[config.mk]
export PLATFORM = sky130hd
export DESIGN_NAME = fblp_core
export DESIGN_NICKNAME = d
export VERILOG_FILES = /design/src/core/fblp_pkg.sv /design/src/core/fblp_core.sv
export SDC_FILE = /design/constraint.sdc
export NUM_CORES = 1
export LEC_CHECK = 0
export ABC_AREA = 1
export BUFFER_PORTS_ARGS = -buffer_cell sky130_fd_sc_hd__clkbuf_2
export CAP_MARGIN = 10
export CORE_MARGIN = 3
export CORE_UTILIZATION = 32
export DETAILED_ROUTE_END_ITERATION = 8
export SYNTH_ARGS = -nofsm -noshare
export SYNTH_HDL_FRONTEND = slang
export SYNTH_SLANG_ARGS = --single-unit
[constraint.sdc]
create_clock -name sys_clk -period 2.9 [get_ports sys_clk]
set_input_delay 0.725 -clock sys_clk [delete_from_list [all_inputs] [get_ports sys_clk]]
set_output_delay 0.725 -clock sys_clk [all_outputs]
set_load 0.05 [all_outputs]
[src/core/fblp_pkg.sv]
// Shared constants and carriers for the flash block lock protection logic.
package fblp_pkg;

   // -----------------------------------------------------------------
   // Geometry and command set
   // -----------------------------------------------------------------
   localparam int NUM_BLOCKS = 8;
   localparam int BLK_W = 3;
   localparam int ADDR_W = 8;

   // Block index sits above a 16-word sub-block offset.
   localparam int BLK_LSB = 4;
   localparam logic [3:0] LOCK_STATUS_OFS = 4'h2;

   // Software register map of this block.
   localparam logic [ADDR_W-1:0] CMD_REG = 8'h00;
   localparam logic [ADDR_W-1:0] OP_REG = 8'h01;
   localparam logic [ADDR_W-1:0] STATUS_REG = 8'h02;
   localparam logic [ADDR_W-1:0] LOCKSTAT_BASE = 8'h80;

   // Command codes written to CMD_REG bits 7:0, block in bits 10:8.
   localparam logic [7:0] CMD_READ_ARRAY = 8'hFF;
   localparam logic [7:0] CMD_SIGNATURE = 8'h90;
   localparam logic [7:0] CMD_LOCK = 8'h01;
   localparam logic [7:0] CMD_UNLOCK = 8'hD0;
   localparam logic [7:0] CMD_LOCKDOWN = 8'h2F;
   localparam logic [7:0] CMD_CLEAR_STATUS = 8'h50;
   localparam logic [7:0] CMD_ERASE_SUSPEND = 8'hB0;
   localparam logic [7:0] CMD_PROG_SUSPEND = 8'hB1;
   localparam logic [7:0] CMD_RESUME = 8'hD1;
   localparam int CMD_BLK_LSB = 8;

   // Status register fields.
   localparam int ST_PROTECT_BIT = 1;
   localparam int ST_PSUSP_BIT = 2;
   localparam int ST_VPP_BIT = 3;
   localparam int ST_ESUSP_BIT = 6;

   // OP_REG write: bit 0 program, bit 1 erase, block in bits 10:8.
   localparam int OP_PROG_BIT = 0;
   localparam int OP_ERASE_BIT = 1;

   // Reset values of the per-block flags.
   localparam logic LOCK_RESET = 1'b1;
   localparam logic LOCKDOWN_RESET = 1'b0;

   // -----------------------------------------------------------------
   // Carriers
   // -----------------------------------------------------------------
   typedef struct packed {
      logic wr;
      logic rd;
      logic [ADDR_W-1:0] addr;
      logic [31:0] wdata;
   } fblp_bus_t;

   typedef struct packed {
      logic grant;
      logic refuse;
      logic [BLK_W-1:0] blk;
      logic erase;
   } fblp_op_t;

endpackage : fblp_pkg

[src/core/fblp_core.sv]
// Per-block lock, lock-down and write-protect logic with its register port.
`timescale 1ns/100ps
// How it works
// Lock and unlock commands change the addressed block's flags next cycle.
// Supply at or below lockout refuses every program and erase.
// Signature command enables lock-status reads at each block location.
// Lock status word at block offset 2: bit0 lock, bit1 lock-down.
// Lock sets lock flag, unlock clears it, lock-down also sets it.
// Lock-down flag set by command, cleared only by reset.
// After reset every block is locked and not locked-down.
// Program or erase on a locked block is refused and flagged.
// Program and erase allowed only when lock flag is clear.
// Lock-down command sets both flags whatever write-protect level.
// Protect low: locked-down blocks ignore lock commands, refuse writes.
// Protect high: locked-down blocks may be unlocked and relocked freely.
// Protect falling relocks every locked-down block.
// Protect rising restores lock flag held before it last fell.
// Reset returns all blocks to locked, clearing lock-down.
// Lock commands are accepted during erase suspend.
// Host suspends erase and waits before changing locks.
// Relocking a suspended block does not cancel its resumed erase.
// Lock commands are ignored while a program is suspended.
// Protect edges leave blocks without lock-down untouched.
// Protection error bit stays set until clear status or reset.
module fblp_core (
   // Clock and reset.
   input wire logic sys_clk,
   input wire logic resetn,
   // Register port.
   input wire fblp_pkg::fblp_bus_t busIn,
   output logic [31:0] rdData,
   // Pins from outside the clock domain.
   input wire logic writeProtectIn,
   input wire logic vppLowIn,
   // Operation result toward the program/erase engine.
   output fblp_pkg::fblp_op_t opOut
);

   // -----------------------------------------------------------------
   // Pin synchronisers
   // -----------------------------------------------------------------
   logic wpMeta;
   logic wpSync;
   logic wpPrev;
   logic vppMeta;
   logic vppSync;

   // Two flops each; only the second stage is read by logic.
   always_ff @(posedge sys_clk or negedge resetn) begin
      if (!resetn) begin
         wpMeta <= 1'b0;
         wpSync <= 1'b0;
         vppMeta <= 1'b1;
         vppSync <= 1'b1;
      end else begin
         wpMeta <= writeProtectIn;
         wpSync <= wpMeta;
         vppMeta <= vppLowIn;
         vppSync <= vppMeta;
      end
   end

   // Previous protect level, for edge detection on the synced copy.
   always_ff @(posedge sys_clk or negedge resetn) begin
      if (!resetn) begin
         wpPrev <= 1'b0;
      end else begin
         wpPrev <= wpSync;
      end
   end

   wire wpFall = wpPrev && !wpSync;
   wire wpRise = !wpPrev && wpSync;

   // -----------------------------------------------------------------
   // Command decode
   // -----------------------------------------------------------------
   logic [7:0] cmdCode;
   logic [fblp_pkg::BLK_W-1:0] cmdBlk;
   logic cmdWr;
   logic opWr;

   always_comb begin
      cmdWr = busIn.wr && (busIn.addr == fblp_pkg::CMD_REG);
      opWr = busIn.wr && (busIn.addr == fblp_pkg::OP_REG);
      cmdCode = busIn.wdata[7:0];
      cmdBlk = busIn.wdata[fblp_pkg::CMD_BLK_LSB +: fblp_pkg::BLK_W];
   end

   // Suspend state of the program/erase engine as seen by software.
   logic eraseSusp;
   logic progSusp;

   always_ff @(posedge sys_clk or negedge resetn) begin
      if (!resetn) begin
         eraseSusp <= 1'b0;
         progSusp <= 1'b0;
      end else if (cmdWr) begin
         if (cmdCode == fblp_pkg::CMD_ERASE_SUSPEND) begin
            eraseSusp <= 1'b1;
         end else if (cmdCode == fblp_pkg::CMD_PROG_SUSPEND) begin
            progSusp <= 1'b1;
         end else if (cmdCode == fblp_pkg::CMD_RESUME) begin
            eraseSusp <= 1'b0;
            progSusp <= 1'b0;
         end
      end
   end

   // Signature-read mode, entered and left by command.
   logic sigMode;

   always_ff @(posedge sys_clk or negedge resetn) begin
      if (!resetn) begin
         sigMode <= 1'b0;
      end else if (cmdWr) begin
         if (cmdCode == fblp_pkg::CMD_SIGNATURE) begin
            sigMode <= 1'b1;
         end else if (cmdCode == fblp_pkg::CMD_READ_ARRAY) begin
            sigMode <= 1'b0;
         end
      end
   end

   // -----------------------------------------------------------------
   // Per-block flags
   // -----------------------------------------------------------------
   logic [fblp_pkg::NUM_BLOCKS-1:0] lockFlag;
   logic [fblp_pkg::NUM_BLOCKS-1:0] lockdownFlag;
   logic [fblp_pkg::NUM_BLOCKS-1:0] savedLock;
   logic [fblp_pkg::NUM_BLOCKS-1:0] next_lockFlag;

   // Lock commands are dropped while a program is suspended.
   wire lockCmdOk = cmdWr && !progSusp;

   // Protect edges act first; a same-cycle command then overrides the
   // addressed block so that no command is lost.
   always_comb begin
      next_lockFlag = lockFlag;
      for (int i = 0; i < fblp_pkg::NUM_BLOCKS; i++) begin
         if (lockdownFlag[i] && wpFall) begin
            next_lockFlag[i] = 1'b1;
         end else if (lockdownFlag[i] && wpRise) begin
            next_lockFlag[i] = savedLock[i];
         end
      end
      if (lockCmdOk && (!lockdownFlag[cmdBlk] || wpSync)) begin
         unique case (cmdCode)
            fblp_pkg::CMD_LOCK: next_lockFlag[cmdBlk] = 1'b1;
            fblp_pkg::CMD_UNLOCK: next_lockFlag[cmdBlk] = 1'b0;
            fblp_pkg::CMD_LOCKDOWN: next_lockFlag[cmdBlk] = 1'b1;
            default: ;
         endcase
      end
   end

   // Reset forces every block locked, never locked-down.
   always_ff @(posedge sys_clk or negedge resetn) begin
      if (!resetn) begin
         lockFlag <= {fblp_pkg::NUM_BLOCKS{fblp_pkg::LOCK_RESET}};
      end else begin
         lockFlag <= next_lockFlag;
      end
   end

   // Only reset clears the lock-down flag.
   always_ff @(posedge sys_clk or negedge resetn) begin
      if (!resetn) begin
         lockdownFlag <= {fblp_pkg::NUM_BLOCKS{fblp_pkg::LOCKDOWN_RESET}};
      end else if (lockCmdOk && cmdCode == fblp_pkg::CMD_LOCKDOWN) begin
         lockdownFlag[cmdBlk] <= 1'b1;
      end
   end

   // Lock value captured when protect falls, held while it is low, restored on the next rise.
   always_ff @(posedge sys_clk or negedge resetn) begin
      if (!resetn) begin
         savedLock <= {fblp_pkg::NUM_BLOCKS{fblp_pkg::LOCK_RESET}};
      end else if (wpFall) begin
         savedLock <= lockFlag;
      end
   end

   // -----------------------------------------------------------------
   // Program / erase gate
   // -----------------------------------------------------------------
   logic [fblp_pkg::BLK_W-1:0] opBlk;
   logic opReq;
   logic opRefuse;

   // Lock flag alone covers all protected states from the cycle after protect falls, since the
   // lock-down paths set it on the fall and keep it set while protect stays low.
   always_comb begin
      opBlk = busIn.wdata[fblp_pkg::CMD_BLK_LSB +: fblp_pkg::BLK_W];
      opReq = opWr && (busIn.wdata[fblp_pkg::OP_PROG_BIT]
                       || busIn.wdata[fblp_pkg::OP_ERASE_BIT]);
      opRefuse = vppSync || lockFlag[opBlk];
   end

   // Result of each request; a resumed erase is never cancelled here.
   always_ff @(posedge sys_clk or negedge resetn) begin
      if (!resetn) begin
         opOut <= '0;
      end else begin
         opOut.grant <= opReq && !opRefuse;
         opOut.refuse <= opReq && opRefuse;
         opOut.blk <= opBlk;
         opOut.erase <= busIn.wdata[fblp_pkg::OP_ERASE_BIT];
      end
   end

   // -----------------------------------------------------------------
   // Status bits
   // -----------------------------------------------------------------
   logic protErr;
   logic vppErr;

   // Set wins over a clear arriving in the same cycle.
   always_ff @(posedge sys_clk or negedge resetn) begin
      if (!resetn) begin
         protErr <= 1'b0;
         vppErr <= 1'b0;
      end else begin
         if (opReq && lockFlag[opBlk]) begin
            protErr <= 1'b1;
         end else if (cmdWr && cmdCode == fblp_pkg::CMD_CLEAR_STATUS) begin
            protErr <= 1'b0;
         end
         if (opReq && vppSync) begin
            vppErr <= 1'b1;
         end else if (cmdWr && cmdCode == fblp_pkg::CMD_CLEAR_STATUS) begin
            vppErr <= 1'b0;
         end
      end
   end

   // -----------------------------------------------------------------
   // Read port
   // -----------------------------------------------------------------
   logic [31:0] next_rdData;
   logic [fblp_pkg::BLK_W-1:0] rdBlk;

   // Lock-status word: base + block*16 + 2, visible in signature mode.
   always_comb begin
      next_rdData = 32'h0000_0000;
      rdBlk = busIn.addr[fblp_pkg::BLK_LSB +: fblp_pkg::BLK_W];
      if (busIn.addr == fblp_pkg::STATUS_REG) begin
         next_rdData[fblp_pkg::ST_PROTECT_BIT] = protErr;
         next_rdData[fblp_pkg::ST_PSUSP_BIT] = progSusp;
         next_rdData[fblp_pkg::ST_VPP_BIT] = vppErr;
         next_rdData[fblp_pkg::ST_ESUSP_BIT] = eraseSusp;
      end else if (sigMode && busIn.addr[7] &&
                   busIn.addr[3:0] == fblp_pkg::LOCK_STATUS_OFS) begin
         next_rdData[0] = lockFlag[rdBlk];
         next_rdData[1] = lockdownFlag[rdBlk];
      end
   end

   always_ff @(posedge sys_clk or negedge resetn) begin
      if (!resetn) begin
         rdData <= 32'h0000_0000;
      end else if (busIn.rd) begin
         rdData <= next_rdData;
      end else begin
         rdData <= 32'h0000_0000;
      end
   end

   // -----------------------------------------------------------------
   // Checks
   // -----------------------------------------------------------------
   AST_LOCK_CMD: assert property (@(posedge sys_clk) disable iff (!resetn)
      (lockCmdOk && cmdCode == fblp_pkg::CMD_LOCK) |=> lockFlag[$past(cmdBlk)])
      else $error("lock command did not set lock flag");
   AST_UNLOCK_LD_LOW: assert property (@(posedge sys_clk) disable iff (!resetn)
      (cmdWr && lockdownFlag[cmdBlk] && !wpSync && !wpRise)
      |=> lockFlag[$past(cmdBlk)])
      else $error("locked-down block changed with protect low");
   AST_LD_STICKY: assert property (@(posedge sys_clk) disable iff (!resetn)
      (lockdownFlag != '0) |=> ((lockdownFlag & $past(lockdownFlag))
                                 == $past(lockdownFlag)))
      else $error("lock-down flag cleared by software");
   AST_WP_FALL: assert property (@(posedge sys_clk) disable iff (!resetn)
      wpFall |=> ((lockFlag & $past(lockdownFlag)) == $past(lockdownFlag)))
      else $error("locked-down block not relocked");
   AST_REFUSE: assert property (@(posedge sys_clk) disable iff (!resetn)
      (opReq && lockFlag[opBlk]) |=> (opOut.refuse && !opOut.grant))
      else $error("write on locked block not refused");
   AST_VPP: assert property (@(posedge sys_clk) disable iff (!resetn)
      (opReq && vppSync) |=> !opOut.grant)
      else $error("write granted under supply lockout");
   AST_PERR: assert property (@(posedge sys_clk) disable iff (!resetn)
      (protErr && !(cmdWr && cmdCode == fblp_pkg::CMD_CLEAR_STATUS))
      |=> protErr)
      else $error("protection error dropped without clear");
   AST_PSUSP: assert property (@(posedge sys_clk) disable iff (!resetn)
      (cmdWr && progSusp && !wpFall && !wpRise) |=> $stable(lockFlag))
      else $error("lock changed during program suspend");
   AST_NO_LD_WP: assert property (@(posedge sys_clk) disable iff (!resetn)
      (wpFall && lockdownFlag == '0 && !cmdWr) |=> $stable(lockFlag))
      else $error("protect edge moved unrelated block");

endmodule : fblp_core

# ---- Word-level counts from Yosys, hierarchy flattened
# Cells that the tools add are included.
dict set report op_classes {
  n_lt_le_gt_ge 3
  reduce_logical 50
  n_bitwise 5
  n_eq_ne 13
  n_mux 43
}
# cell n
set ops {}
lappend ops {{8-bit == test (second input constant)} 6}
lappend ops {{1-bit 2-to-1 mux} 33}
lappend ops {{1-bit logical AND} 32}
lappend ops {{8-bit by 1-bit == test with 1-bit output (second input constant)} 2}
lappend ops {{8-bit OR} 2}
lappend ops {{8-bit one-hot mux with 2 select lines} 1}
lappend ops {{1-bit binary-select mux with 3-bit select} 4}
lappend ops {{2-bit nonzero test} 5}
lappend ops {{8-bit bitwise AND} 1}
lappend ops {{8-bit by 2-bit == test with 1-bit output (second input constant)} 1}
lappend ops {{8-bit by 6-bit == test with 1-bit output (second input constant)} 1}
lappend ops {{8-bit by 7-bit == test with 1-bit output (second input constant)} 1}
lappend ops {{8-bit zero test} 1}
lappend ops {{3-bit by 4-bit less-than comparator with 1-bit output (second input constant)} 2}
lappend ops {{8-bit 2-to-1 mux} 1}
lappend ops {{8-bit NOT} 1}
lappend ops {{7-bit 2-to-1 mux} 1}
lappend ops {{3-bit AND reduction} 2}
lappend ops {{1-bit zero test} 5}
lappend ops {{4-bit by 2-bit == test with 1-bit output (second input constant)} 1}
lappend ops {{2-bit 2-to-1 mux} 2}
lappend ops {{1-bit demux with 3-bit select} 1}
lappend ops {{3-bit by 1-bit >= comparator with 1-bit output (second input constant)} 1}
lappend ops {{1-bit logical OR} 3}
lappend ops {{other kinds (4)} 4}
dict set report totals {
  reg_bits 47
  out_inout_bits 38
  wordCells 132
}

# ---- Longest topological paths before layout
# Gate-level depths: netlist of the first run.
dict set report logic_depth {
  depth_word 8
  mapped_depth 9
}

# ---- Worst setup path before layout of the first run
# Ideal clock, no wire load.
dict set report synth_timing {
  kind {input -> register}
  from {input port busIn[35] (netlist name)}
  to {register protErr}
  setup_ps 120
  t_required_ps 2780
  stages 6
  setup_slack_ps 1309
  arrival_ps 1471
  path_buffers 0
  cell_sequence {nor2_1 > nand3_1 > nor2_1 > nand3_1 > o21ai_0 > nand2_1}
}
dict set report synth_between {
  elab_chain_len 5
  word_cells_on_any_way 9
}
# element line_no
set synth_lines {}
lappend synth_lines {{start, declared} fblp_core.sv:30} ;# input wire fblp_pkg::fblp_bus_t busIn,
lappend synth_lines {{8-bit by 1-bit == test with 1-bit output} fblp_core.sv:85} ;# opWr = busIn.wr && (busIn.addr == fblp_pkg::OP_REG);
lappend synth_lines {{1-bit logical AND} fblp_core.sv:85}
lappend synth_lines {{1-bit logical AND} fblp_core.sv:195} ;# opReq = opWr && (busIn.wdata[fblp_pkg::OP_PROG_BIT]
lappend synth_lines {{1-bit logical AND} fblp_core.sv:224} ;# if (opReq && lockFlag[opBlk]) begin
lappend synth_lines {{1-bit 2-to-1 mux or 2-bit nonzero test (tied branches)} --}
lappend synth_lines {{end signal, assigned} fblp_core.sv:221} ;# protErr <= 1'b0;
lappend synth_lines {{end signal, assigned} fblp_core.sv:225} ;# protErr <= 1'b1;
lappend synth_lines {{end signal, assigned} fblp_core.sv:227} ;# protErr <= 1'b0;
lappend synth_lines {{end, declared} fblp_core.sv:215} ;# logic protErr;
# Several ways; a longest one is shown, not always the timed one.
# A chain may end at the register's enable or synchronous reset.

# ---- Final worst setup path of the first run
dict set report layout_timing {
  from {register wpSync}
  to {register lockFlag[4] (netlist name)}
}
dict set report layout_between {
  elab_chain_len 7
  word_cells_on_any_way 13
}
# element line_no
set layout_lines {}
lappend layout_lines {{start, declared} fblp_core.sv:43} ;# logic wpSync;
lappend layout_lines {{start signal, assigned} fblp_core.sv:57} ;# wpSync <= wpMeta;
lappend layout_lines {{1-bit logical AND or 1-bit zero test (tied branches)} {fblp_core.sv:73, fblp_core.sv:72}}
lappend layout_lines {{1-bit logical AND, on equally long branches} {fblp_core.sv:143, fblp_core.sv:72}}
lappend layout_lines {{1-bit 2-to-1 mux or 1-bit logical AND (tied branches)} {fblp_core.sv:143, fblp_core.sv:141}}
lappend layout_lines {{1-bit 2-to-1 mux} fblp_core.sv:141} ;# if (lockdownFlag[i] && wpFall) begin
lappend layout_lines {{8-bit OR (no source line) or 8-bit bitwise AND (tied branches)} --}
lappend layout_lines {{8-bit one-hot mux with 2 select lines} fblp_core.sv:148} ;# unique case (cmdCode)
lappend layout_lines {{8-bit 2-to-1 mux *} fblp_core.sv:147} ;# if (lockCmdOk && (!lockdownFlag[cmdBlk] || wpSync)) begin
lappend layout_lines {{via next_lockFlag (one bit)} fblp_core.sv:131} ;# logic [fblp_pkg::NUM_BLOCKS-1:0] next_lockFlag;
lappend layout_lines {{end signal, assigned} fblp_core.sv:160} ;# lockFlag <= {fblp_pkg::NUM_BLOCKS{fblp_pkg::LOCK_RESET}};
lappend layout_lines {{end signal, assigned} fblp_core.sv:162} ;# lockFlag <= next_lockFlag;
lappend layout_lines {{end, declared} fblp_core.sv:128} ;# logic [fblp_pkg::NUM_BLOCKS-1:0] lockFlag;
# The timed path passes the listed nets; every way through them passes the cells marked *.

==> results of run 1 <==
==> state kept, by name, summed over array words and instances (netlist names) <==
signal        cells
protErr           1
savedLock         8
vppErr            1
wpMeta            1
lockFlag          8
eraseSusp         1
opOut             6
wpSync            1
vppSync           1
wpPrev            1
rdData            5
sigMode           1
progSusp          1
lockdownFlag      8
vppMeta           1
==> worst max-delay path: cells and delay by family (launching register included) <==
kind / cells / cell delay [ns]
AND/OR/NAND/NOR: 7 / 1.12
flip-flops: 1 / 0.61
==> per-layer routing <==
layer	GRT usage, %	up-vias
li1	-	1221
met1	18.11	1103
met2	23.04	59
met3	2.335	8
met4	3.782	0
met5	0	-
==> report_power, final <==
part / internal [mW] / switching, mW
combinational: 0.0778 / 0.229
sequential: 0.694 / 0.0261
clock: 0.172 / 0.209
total: 0.943 / 0.464
==> final timing paths <==
check,cells after the start,to,startpoint
max,7,lockFlag[4],wpSync
min,0,vppSync,vppMeta
max reg2reg,7,lockFlag[4],wpSync
min reg2reg,0,vppSync,vppMeta
max in group asynchronous,2,savedLock[2],resetn
min in group asynchronous,1,opOut[2],resetn
==> layout make-up <==
class	instances	area (um2)	share of cell area [%]
Clock buffer	8	80.08	2.649
Inverter	40	150.1	4.967
Multi-Input combinational cell	277	1318	43.58
Sequential cell	45	1149	38.00
Tap cell	105	131.4	4.346
Timing Repair Buffer	36	195.2	6.457
==> kinds of logic after synthesis <==
| logic type | after synthesis |
|---|---|
| buf+inv | 72 |
| simple gates | 195 |
| other cells | 1 |
| flops | 45 |
| compound gates | 55 |
==> synthesized netlist by cell type <==
master    instances
nand2_1          89
nand3_1          41
nor2_1           34
inv_1            33
buf_4            27
dfrtp_1          27
o21ai_0          22
dfstp_2          18
a21oi_1          17
nand4_1          10
o21ai_1           9
inv_2             7
nand2_2           6
nor2_4            6
o22ai_1           5
nand3_2           4
buf_2             2
buf_6             2
or2_2             2
clkbuf_1          1
conb_1            1
nor2_2            1
nor2_8            1
nor4_1            1
o21ai_2           1
o21ai_4           1
==> metrics.md, run 1 <==
| Metric | Value |
|---|---|
| Outcome | completed |
| Critical path cell sequence | nor2_4 > nand2_1 > nand3_1 > nand3_1 > nand3_1 > nand2_1 > nand2_1 |
| TritonCTS clock tree | built |
| Slew Limit Headroom | 59.08% |
| Finished Layout Cells | 511 |
| CP endpoint kind | register |
| Kind of critical path | reg -> reg |
| # clock sinks | 45 |
| Synth area leader | dfrtp_1 |
| Initial antenna violation count | 0 |
| Syn. warnings | 0 |
| Detailed Route Iter0 Violations | 129 |
| CTS Hold Bufs | 0 |
| Total power | 1.407 mW |
| Largest fanout on the critical path | 24 |
| Count of final hold-check violations | 0 |
| Fmax achieved | 561.0 MHz |
| Final Net Count | 451 |
| #FFs+latches synth | 45 |
| Drt wl/cell | 12.66 um |
| Die H | 98.83 um |
| Via density per instance | 4.679 |
| Sequential element share of the synthesized area | 41.65% |
| Reg clk slew, reported paths | 0.09 ns |
| Tmin final | 1.783 ns |
| Hold WS | 0.3638 ns |
| Post-CTS sizing | 0 |
| Uppermost layer routed | met4 |
| DIE WIDTH | 98.83 um |
| Req. time, crit path | 3.14 ns |
| Ports | 84 |
| Commonest cells after routing, fill and taps aside | 89 x nand2_1, 41 x nand3_1, 35 x clkbuf_2, 34 x nor2_1, 33 x inv_1 |
| Vias in the first global route | 2243 |
| Slowest stage delay, CP | 0.61 ns |
| Hold WC Path Type | reg -> reg |
| M1 WL | 2.832 mm |
| Cells after Synth | 368 |
| Fin util | 36.42% |
| Setup violations, final | 0 |
| Multiplexer share of the synthesized area | 0% |
| CTS Buf Count | 5 |
| Clock buffer depth | 2 |
| Pins over their slew limit | 0 |
| WL met3 | 368 um |
| Slew @ Worst Pin | 0.6138 ns |
| Post-Synth XOR/XNOR Area | 0% |
| H-Tree Depth | 2 |
| WP data arrival | 2.03 ns |
| CP startpoint kind | register |
| Clk_skew | 0.006442 ns |
| Met2 routed WL | 3.180 mm |
| Unrepaired setup endpoints after global routing | no |
| Largest family of logic cells by synthesized area | simple AND/OR/NAND/NOR gates |
| Fill count | 895 |
| R2R setup slack | 1.12 ns |
| Final cell area excluding filler cells | 0.003023 mm2 |
| 1st-pass router iterations | 4 |
| Synth top area cells | dfrtp_1 25%, dfstp_2 17%, nand2_1 12%, nand3_1 7.4%, buf_4 7.4% |
| Dpl ws | 0.9190 ns |
| Synth Area in Simple Gates | 33.35% |
| Via Count | 2391 |
| Largest net degree at the start of global routing | 25 |
| Row cnt | 33 |
| VDD IR max | 204.3 uV |
| Compound-Gate Fraction of Synth Area | 10.75% |
| Syn_area_per_cell | 7.494 um2 |
| # port buffers | 35 |
| Post-place instance area | 0.002943 mm2 |
| Overall Global Routing Usage | 13.68% |
| Antenna Cells | 0 |
| Total grt overflow | 0 |
| Final worst slack | 1.117 ns |
| Initial Util | 33.23% |
| Final WL | 6.470 mm |
| Synth unique cells | 26 |
| Placed Instances | 503 |
| Adder and majority gate portion of the synthesized area | 0% |
| Clk_lat worst skew | 0.29 ns |
| Max-cap violations | 0 |
| Post-synth top area share | 24.50% |
| Mapped Area | 0.002758 mm2 |
| Setup TNS | 0 ns |
| P&R area growth vs syn | 9.619% |
| Die area | 0.009767 mm2 |
| Power Dens Cells | 465.6 mW/mm2 |
| Post-route antenna net violation count | 0 |
| Core ar. | 0.008299 mm2 |
| GPL Wtd Cong | 0.9020 |
| Critical path's slowest cell | dfrtp_1 |
| Setup Buffers After CTS | 0 |
| DP HPWL | 4.993 mm |
| Period utilisation layout | 61.47% |
| First-pass GRT wire length | 10.81 mm |
| Commonest non-fill, non-tap cell in the layout | nand2_1 |
| # DRC | 0 |
| Layout cell share with drive strength beyond 1 | 21.67% |
| Clock Tree Root | clkbuf_8 |
| Leak | 1.503 nW |
(Power assumes the default switching activity.)
==> inputs of run 2 (changes only) <==
==> constraint.sdc (replaced) <==
create_clock -name sys_clk -period 1.55 [get_ports sys_clk]
set_input_delay 0.3875 -clock sys_clk [delete_from_list [all_inputs] [get_ports sys_clk]]
set_output_delay 0.3875 -clock sys_clk [all_outputs]
set_load 0.05 [all_outputs]
==> metrics.md, run 2 (same netlist as run 1, synthesis figures left out) <==
| Metric | Value |
|---|---|
| Post-place instance area | 0.003156 mm2 (was 0.002943 mm2) |
| Via Count | 2537 (was 2391) |
| Setup violations, final | 0 (unchanged) |
| CP Launch Point | wpPrev (was wpSync) |
| Kind of critical path | reg -> reg (unchanged) |
| Sequential power share | 49.9% (was 51.2%) |
| Power Dens Cells | 823.2 mW/mm2 (was 465.6 mW/mm2) |
| Sw Share | 33.04% (was 32.96%) |
| GPL Wtd Cong | 0.9432 (was 0.9020) |
| P&R area growth vs syn | 18.74% (was 9.619%) |
| Vias in the first global route | 2408 (was 2243) |
| FF-to-FF Start | wpPrev (was wpSync) |
| Final WL | 6.760 mm (was 6.470 mm) |
| Via density per instance | 4.707 (was 4.679) |
| VDD IR max | 372.5 uV (was 204.3 uV) |
| Path depth of the worst reg2reg path | 9 (was 7) |
| Layout cell share with drive strength beyond 1 | 26.73% (was 21.67%) |
| Hold path start | vppLowIn (was vppMeta) |
| Count of final hold-check violations | 0 (unchanged) |
| Die H | 98.83 um (unchanged) |
| Clock Power Share | 26.6% (was 27.0%) |
| Placed Instances | 528 (was 503) |
| Leak | 1.652 nW (was 1.503 nW) |
| Die area | 0.009767 mm2 (unchanged) |
| Commonest cells after routing, fill and taps aside | 89 x nand2_1, 41 x nand3_1, 35 x clkbuf_2, 34 x nor2_1, 33 x inv_1 (unchanged) |
| Drt wl/cell | 12.54 um (was 12.66 um) |
| Commonest non-fill, non-tap cell in the layout | nand2_1 (unchanged) |
| Switching power of the nets | 0.8907 mW (was 0.4639 mW) |
| Overall Global Routing Usage | 14.42% (was 13.68%) |
| Total power | 2.695 mW (was 1.407 mW) |
| CP endpoint kind | register (unchanged) |
| Largest fanout on the critical path | 10 (was 24) |
| DIE WIDTH | 98.83 um (unchanged) |
| # clock sinks | 45 (unchanged) |
| Unrepaired setup endpoints after global routing | no (unchanged) |
| Hold WC Path Type | in -> reg (was reg -> reg) |
| Clk_skew | 0.01248 ns (was 0.006442 ns) |
| Hold Path End | vppMeta (was vppSync) |
| # DRC | 0 (unchanged) |
| WP data arrival | 1.66 ns (was 2.03 ns) |
| Hold WS | 0.1610 ns (was 0.3638 ns) |
| Initial antenna violation count | 0 (unchanged) |
| CP startpoint kind | register (unchanged) |
| Final worst slack | 0.1268 ns (was 1.117 ns) |
| TritonCTS clock tree | built (unchanged) |
| Detailed Route Iter0 Violations | 153 (was 129) |
| Clock buffer depth | 2 (unchanged) |
| Core ar. | 0.008299 mm2 (unchanged) |
| Largest net degree at the start of global routing | 19 (was 25) |
| Req. time, crit path | 1.79 ns (was 3.14 ns) |
| Finished Layout Cells | 539 (was 511) |
| Max-cap violations | 0 (unchanged) |
| Outcome | completed (unchanged) |
| Clk_lat worst skew | 0.30 ns (was 0.29 ns) |
| Tmin final | 1.423 ns (was 1.783 ns) |
| Clock Tree Root | clkbuf_8 (unchanged) |
| DP HPWL | 5.347 mm (was 4.993 mm) |
| Fin util | 39.45% (was 36.42%) |
| Largest registers | lockFlag x8, lockdownFlag x8, savedLock x8 (unchanged) |
| Row cnt | 33 (unchanged) |
| CTS Buf Count | 5 (unchanged) |
| R2R Path End | lockFlag[1] (was lockFlag[4]) |
| Initial Util | 33.23% (unchanged) |
| # port buffers | 35 (unchanged) |
| Final cell area excluding filler cells | 0.003274 mm2 (was 0.003023 mm2) |
| Setup TNS | 0 ns (unchanged) |
| Antenna Cells | 0 (unchanged) |
| Power share of the combinational group | 23.4% (was 21.8%) |
| Period utilisation layout | 91.82% (was 61.47%) |
| Int Pwr | 1.805 mW (was 0.9435 mW) |
| Depth of the worst hold-timing path | 1 (was 0) |
| Final Net Count | 479 (was 451) |
| First-pass GRT wire length | 11.24 mm (was 10.81 mm) |
| Post-route antenna net violation count | 0 (unchanged) |
| Fmax achieved | 702.6 MHz (was 561.0 MHz) |
| Post-CTS sizing | 0 (unchanged) |
| Reg clk slew, reported paths | 0.09 ns (about the same) |
| Dpl ws | 0.0001710 ns (was 0.9190 ns) |
| Ports | 84 (unchanged) |
| R2R setup slack | 0.13 ns (was 1.12 ns) |
| Total grt overflow | 0 (unchanged) |
| 1st-pass router iterations | 5 (was 4) |
| Pins over their slew limit | 0 (unchanged) |
| H-Tree Depth | 2 (unchanged) |
-- run 2: cell count changes in the layout (fill, tap and decap cells not counted), sizes merged --
cell / before / now
dlygate4sd3: 0 / 1
buf: 1 / 28
clkbuf: 43 / 42
clkinv: 0 / 1
-- run 2: final cells by class --
type / count / area (um2)
clock buffer: 7 / 76.32
clock inverter: 1 / 5.005
fill: 857 / 5025
inverter: 40 / 150.1
multi-input combinational: 277 / 1318
sequential: 45 / 1149
tap: 105 / 131.4
timing repair buffer: 64 / 445.4
-- run 2: what timing repair did --
item                       CTS  global route
setup endpoints to repair    0             1
hold endpoints to repair     1             0
hold buffers                 1             0
buffers inserted             0             2
-- run 2: power groups by stage --
| stage | clock network, mW | registers, mW | logic, mW |
|---|---|---|---|
| 2_1_floorplan | 0 | 1.37 | 0.477 |
| 3_3_place_gp | 0 | 1.36 | 0.608 |
| 3_5_place_dp | 0 | 1.37 | 0.620 |
| 4_1_cts | 0.747 | 1.35 | 0.625 |
| 5_1_grt | 0.796 | 1.36 | 0.705 |
| 6_report | 0.718 | 1.35 | 0.631 |
-- run 2: worst max-delay path: stages, from the launching register on --
cell and delay (ns):
dfrtp_1 0.38, inv_2 0.17, nand2_1 0.17, inv_1 0.16, nand3_1 0.08, nand3_1 0.12, o21ai_0 0.09, nand2_1 0.07
nand2_1 0.05, nand2_1 0.06
-- run 2: worst max path at each step --
stage	to	cells past startpoint
after floorplan	protErr	6
after global placement	lockFlag[7]	8
after detailed placement	lockFlag[4]	10
after CTS	lockFlag[7]	9
after global routing	lockFlag[1]	9
final	lockFlag[1]	9
-- run 2: routing by layer --
layer	global-route usage (%)	vias to the layer above	wire (um)
li1	-	1274	-
met1	18.29	1174	2840
met2	24.43	76	3353
met3	2.406	13	405
met4	5.672	0	160
met5	0	-	0
==> inputs of run 3 (changes only) <==
--- a/config.mk
+++ b/config.mk
@@ -8,9 +8,12 @@
 export ABC_AREA = 1
 export BUFFER_PORTS_ARGS = -buffer_cell sky130_fd_sc_hd__clkbuf_2
 export CAP_MARGIN = 10
+export CELL_PAD_IN_SITES_DETAIL_PLACEMENT = 1
+export CELL_PAD_IN_SITES_GLOBAL_PLACEMENT = 1
 export CORE_MARGIN = 3
 export CORE_UTILIZATION = 32
 export DETAILED_ROUTE_END_ITERATION = 8
+export PLACE_DENSITY_LB_ADDON = 0.1
 export SYNTH_ARGS = -nofsm -noshare
 export SYNTH_HDL_FRONTEND = slang
 export SYNTH_SLANG_ARGS = --single-unit
==> metrics.md, run 3 (same netlist as run 1, synthesis figures left out) <==
| Metric | Value |
|---|---|
| Post-route antenna net violation count | 0 (unchanged) |
| FF-to-FF Start | wpPrev (unchanged) |
| Dpl ws | -0.05734 ns (was 0.0001710 ns) |
| Fin util | 40.31% (was 39.45%) |
| Unrepaired setup endpoints after global routing | no (unchanged) |
| First-pass GRT wire length | 13.03 mm (was 11.24 mm) |
| Critical path's slowest cell | dfrtp_1 (unchanged) |
| Setup Buffers After CTS | 0 (unchanged) |
| CP endpoint kind | register (unchanged) |
| CP Launch Point | wpPrev (unchanged) |
| P&R area growth vs syn | 21.32% (was 18.74%) |
| Switching power of the nets | 0.9357 mW (was 0.8907 mW) |
| # clock sinks | 45 (unchanged) |
| Finished Layout Cells | 547 (was 539) |
| Int Pwr | 2.014 mW (was 1.805 mW) |
| Final Net Count | 487 (was 479) |
| Initial antenna violation count | 0 (unchanged) |
| H-Tree Depth | 2 (unchanged) |
| Commonest non-fill, non-tap cell in the layout | nand2_1 (unchanged) |
| Initial Util | 33.23% (unchanged) |
| Die H | 98.83 um (unchanged) |
| Critical path cell sequence | inv_2 > nand2_1 > inv_2 > nand3_1 > nand3_1 > o21ai_0 > nand2_1 > nand2_1 > nand2_1 (was inv_2 > nand2_1 > inv_1 > nand3_1 > nand3_1 > o21ai_0 > nand2_1 > nand2_1 > nand2_1) |
| Layout cell share with drive strength beyond 1 | 28.96% (was 26.73%) |
| Die area | 0.009767 mm2 (unchanged) |
| Max-cap violations | 0 (unchanged) |
| GPL Wtd Cong | 0.9456 (was 0.9432) |
| Detailed Route Iter0 Violations | 74 (was 153) |
| Clock Tree Root | clkbuf_8 (unchanged) |
| Period utilisation layout | 87.06% (was 91.82%) |
| Largest registers | lockFlag x8, lockdownFlag x8, savedLock x8 (unchanged) |
| Row cnt | 33 (unchanged) |
| WP data arrival | 1.59 ns (was 1.66 ns) |
| DIE WIDTH | 98.83 um (unchanged) |
| Final worst slack | 0.2006 ns (was 0.1268 ns) |
| Largest fanout on the critical path | 5 (was 10) |
| Hold WC Path Type | in -> async (was in -> reg) |
| VDD IR max | 293.3 uV (was 372.5 uV) |
| Commonest cells after routing, fill and taps aside | 89 x nand2_1, 41 x nand3_1, 35 x clkbuf_2, 35 x buf_4, 34 x nor2_1 (was 89 x nand2_1, 41 x nand3_1, 35 x clkbuf_2, 34 x nor2_1, 33 x inv_1) |
| 1st-pass router iterations | 4 (was 5) |
| Largest net degree at the start of global routing | 46 (was 19) |
| Hold WS | 0.06453 ns (was 0.1610 ns) |
| Most frequent CP cell | nand2_1 (unchanged) |
| Power share of the combinational group | 22.0% (was 23.4%) |
| Final WL | 7.807 mm (was 6.760 mm) |
| TritonCTS clock tree | built (unchanged) |
| DP HPWL | 6.510 mm (was 5.347 mm) |
| Overall Global Routing Usage | 16.73% (was 14.42%) |
| Pins over their slew limit | 0 (unchanged) |
| CTS Buf Count | 5 (unchanged) |
| Clock buffer depth | 2 (unchanged) |
| Via density per instance | 4.788 (was 4.707) |
| Ports | 84 (unchanged) |
| CP startpoint kind | register (unchanged) |
| Leak | 1.693 nW (was 1.652 nW) |
| Sequential power share | 45.7% (was 49.9%) |
| Reg clk slew, reported paths | 0.09 ns (about the same) |
| Placed Instances | 539 (was 528) |
| Slowest stage delay, CP | 0.38 ns (about the same) |
| Power Dens Cells | 881.5 mW/mm2 (was 823.2 mW/mm2) |
| Sw Share | 31.73% (was 33.04%) |
| Drt wl/cell | 14.27 um (was 12.54 um) |
| # port buffers | 35 (unchanged) |
| # DRC | 0 (unchanged) |
| Total power | 2.949 mW (was 2.695 mW) |
| Req. time, crit path | 1.80 ns (was 1.79 ns) |
| Clk_skew | 0.01064 ns (was 0.01248 ns) |
| Antenna Cells | 0 (unchanged) |
| Vias in the first global route | 2667 (was 2408) |
| Outcome | completed (unchanged) |
| Clock Power Share | 32.4% (was 26.6%) |
| Via Count | 2619 (was 2537) |
| Tmin final | 1.349 ns (was 1.423 ns) |
| Kind of critical path | reg -> reg (unchanged) |
| Fmax achieved | 741.1 MHz (was 702.6 MHz) |
| Clk_lat worst skew | 0.31 ns (was 0.30 ns) |
| Count of final hold-check violations | 0 (unchanged) |
| Setup violations, final | 0 (unchanged) |
| Total grt overflow | 0 (unchanged) |
| Core ar. | 0.008299 mm2 (unchanged) |
[run 3: cell types whose count changed in the layout (fill, tap and decap cells not counted), sizes merged]
cell,previous run,this run
buf,28,37
clkbuf,42,41
dlygate4sd3,1,0
clkinv,1,0
bufinv,0,1
clkinvlp,0,1
[run 3: layer usage]
layer,track usage (%),part of all wire [%],up-vias
met1,21.16,43,1260
met2,28.36,50,55
li1,-,-,1290
met3,2.760,3.8,14
met4,6.723,2.7,0
met5,0,0,-
[run 3: path summary, 6_finish.rpt]
| check | end | slack (ns) | cells past startpoint |
|---|---|---|---|
| min in group sys_clk | vppMeta | 0.16 | 1 |
| worst max register to register | lockFlag[3] | 0.20 | 9 |
| worst min register to register | wpSync | 0.36 | 0 |
| max in group asynchronous | lockFlag[2] | 1.22 | 2 |
| worst max-delay path | lockFlag[3] | 0.20 | 9 |
| worst min-delay path | lockdownFlag[6] | 0.06 | 2 |
[run 3: area by class of cell]
cell class	instances	area, um2
timing repair buffer	72	478.0
tap	105	131.4
multi-input combinational	277	1318
clock inverter	2	37.54
sequential	45	1149
inverter	40	150.1
fill	1072	4954
clock buffer	6	82.58
[run 3: through the flow]
stage | cell area [um2] | setup TNS (ns)
after CTS | 3346 | 0
after global placement | 3226 | -0.007343
after global routing | 3346 | 0
after floorplan | 2855 | 0
final | 3346 | 0
after detailed placement | 3226 | -0.2314
[run 3: repair_timing]
item,in CTS,in global routing
endpoints found under the setup margin,0,1
hold endpoints to repair,0,0
resized for setup,0,1
hold buffers,0,0
[run 3: worst max-delay path, delay by kind of cell (launching register included)]
family | cells | cell delay (ns)
buffers and inverters | 2 | 0.26
and+or+nand+nor | 6 | 0.55
AOI/OAI and AO/OA | 1 | 0.10
DFF | 1 | 0.38
[run 3: power by group through the flow]
stage	sequential (mW)	clock [mW]	combinational (mW)
floorplan	1.37	0	0.477
global placement	1.37	0	0.636
detailed placement	1.37	0	0.654
CTS	1.35	0.977	0.656
global route	1.36	1.01	0.727
finish	1.35	0.954	0.648
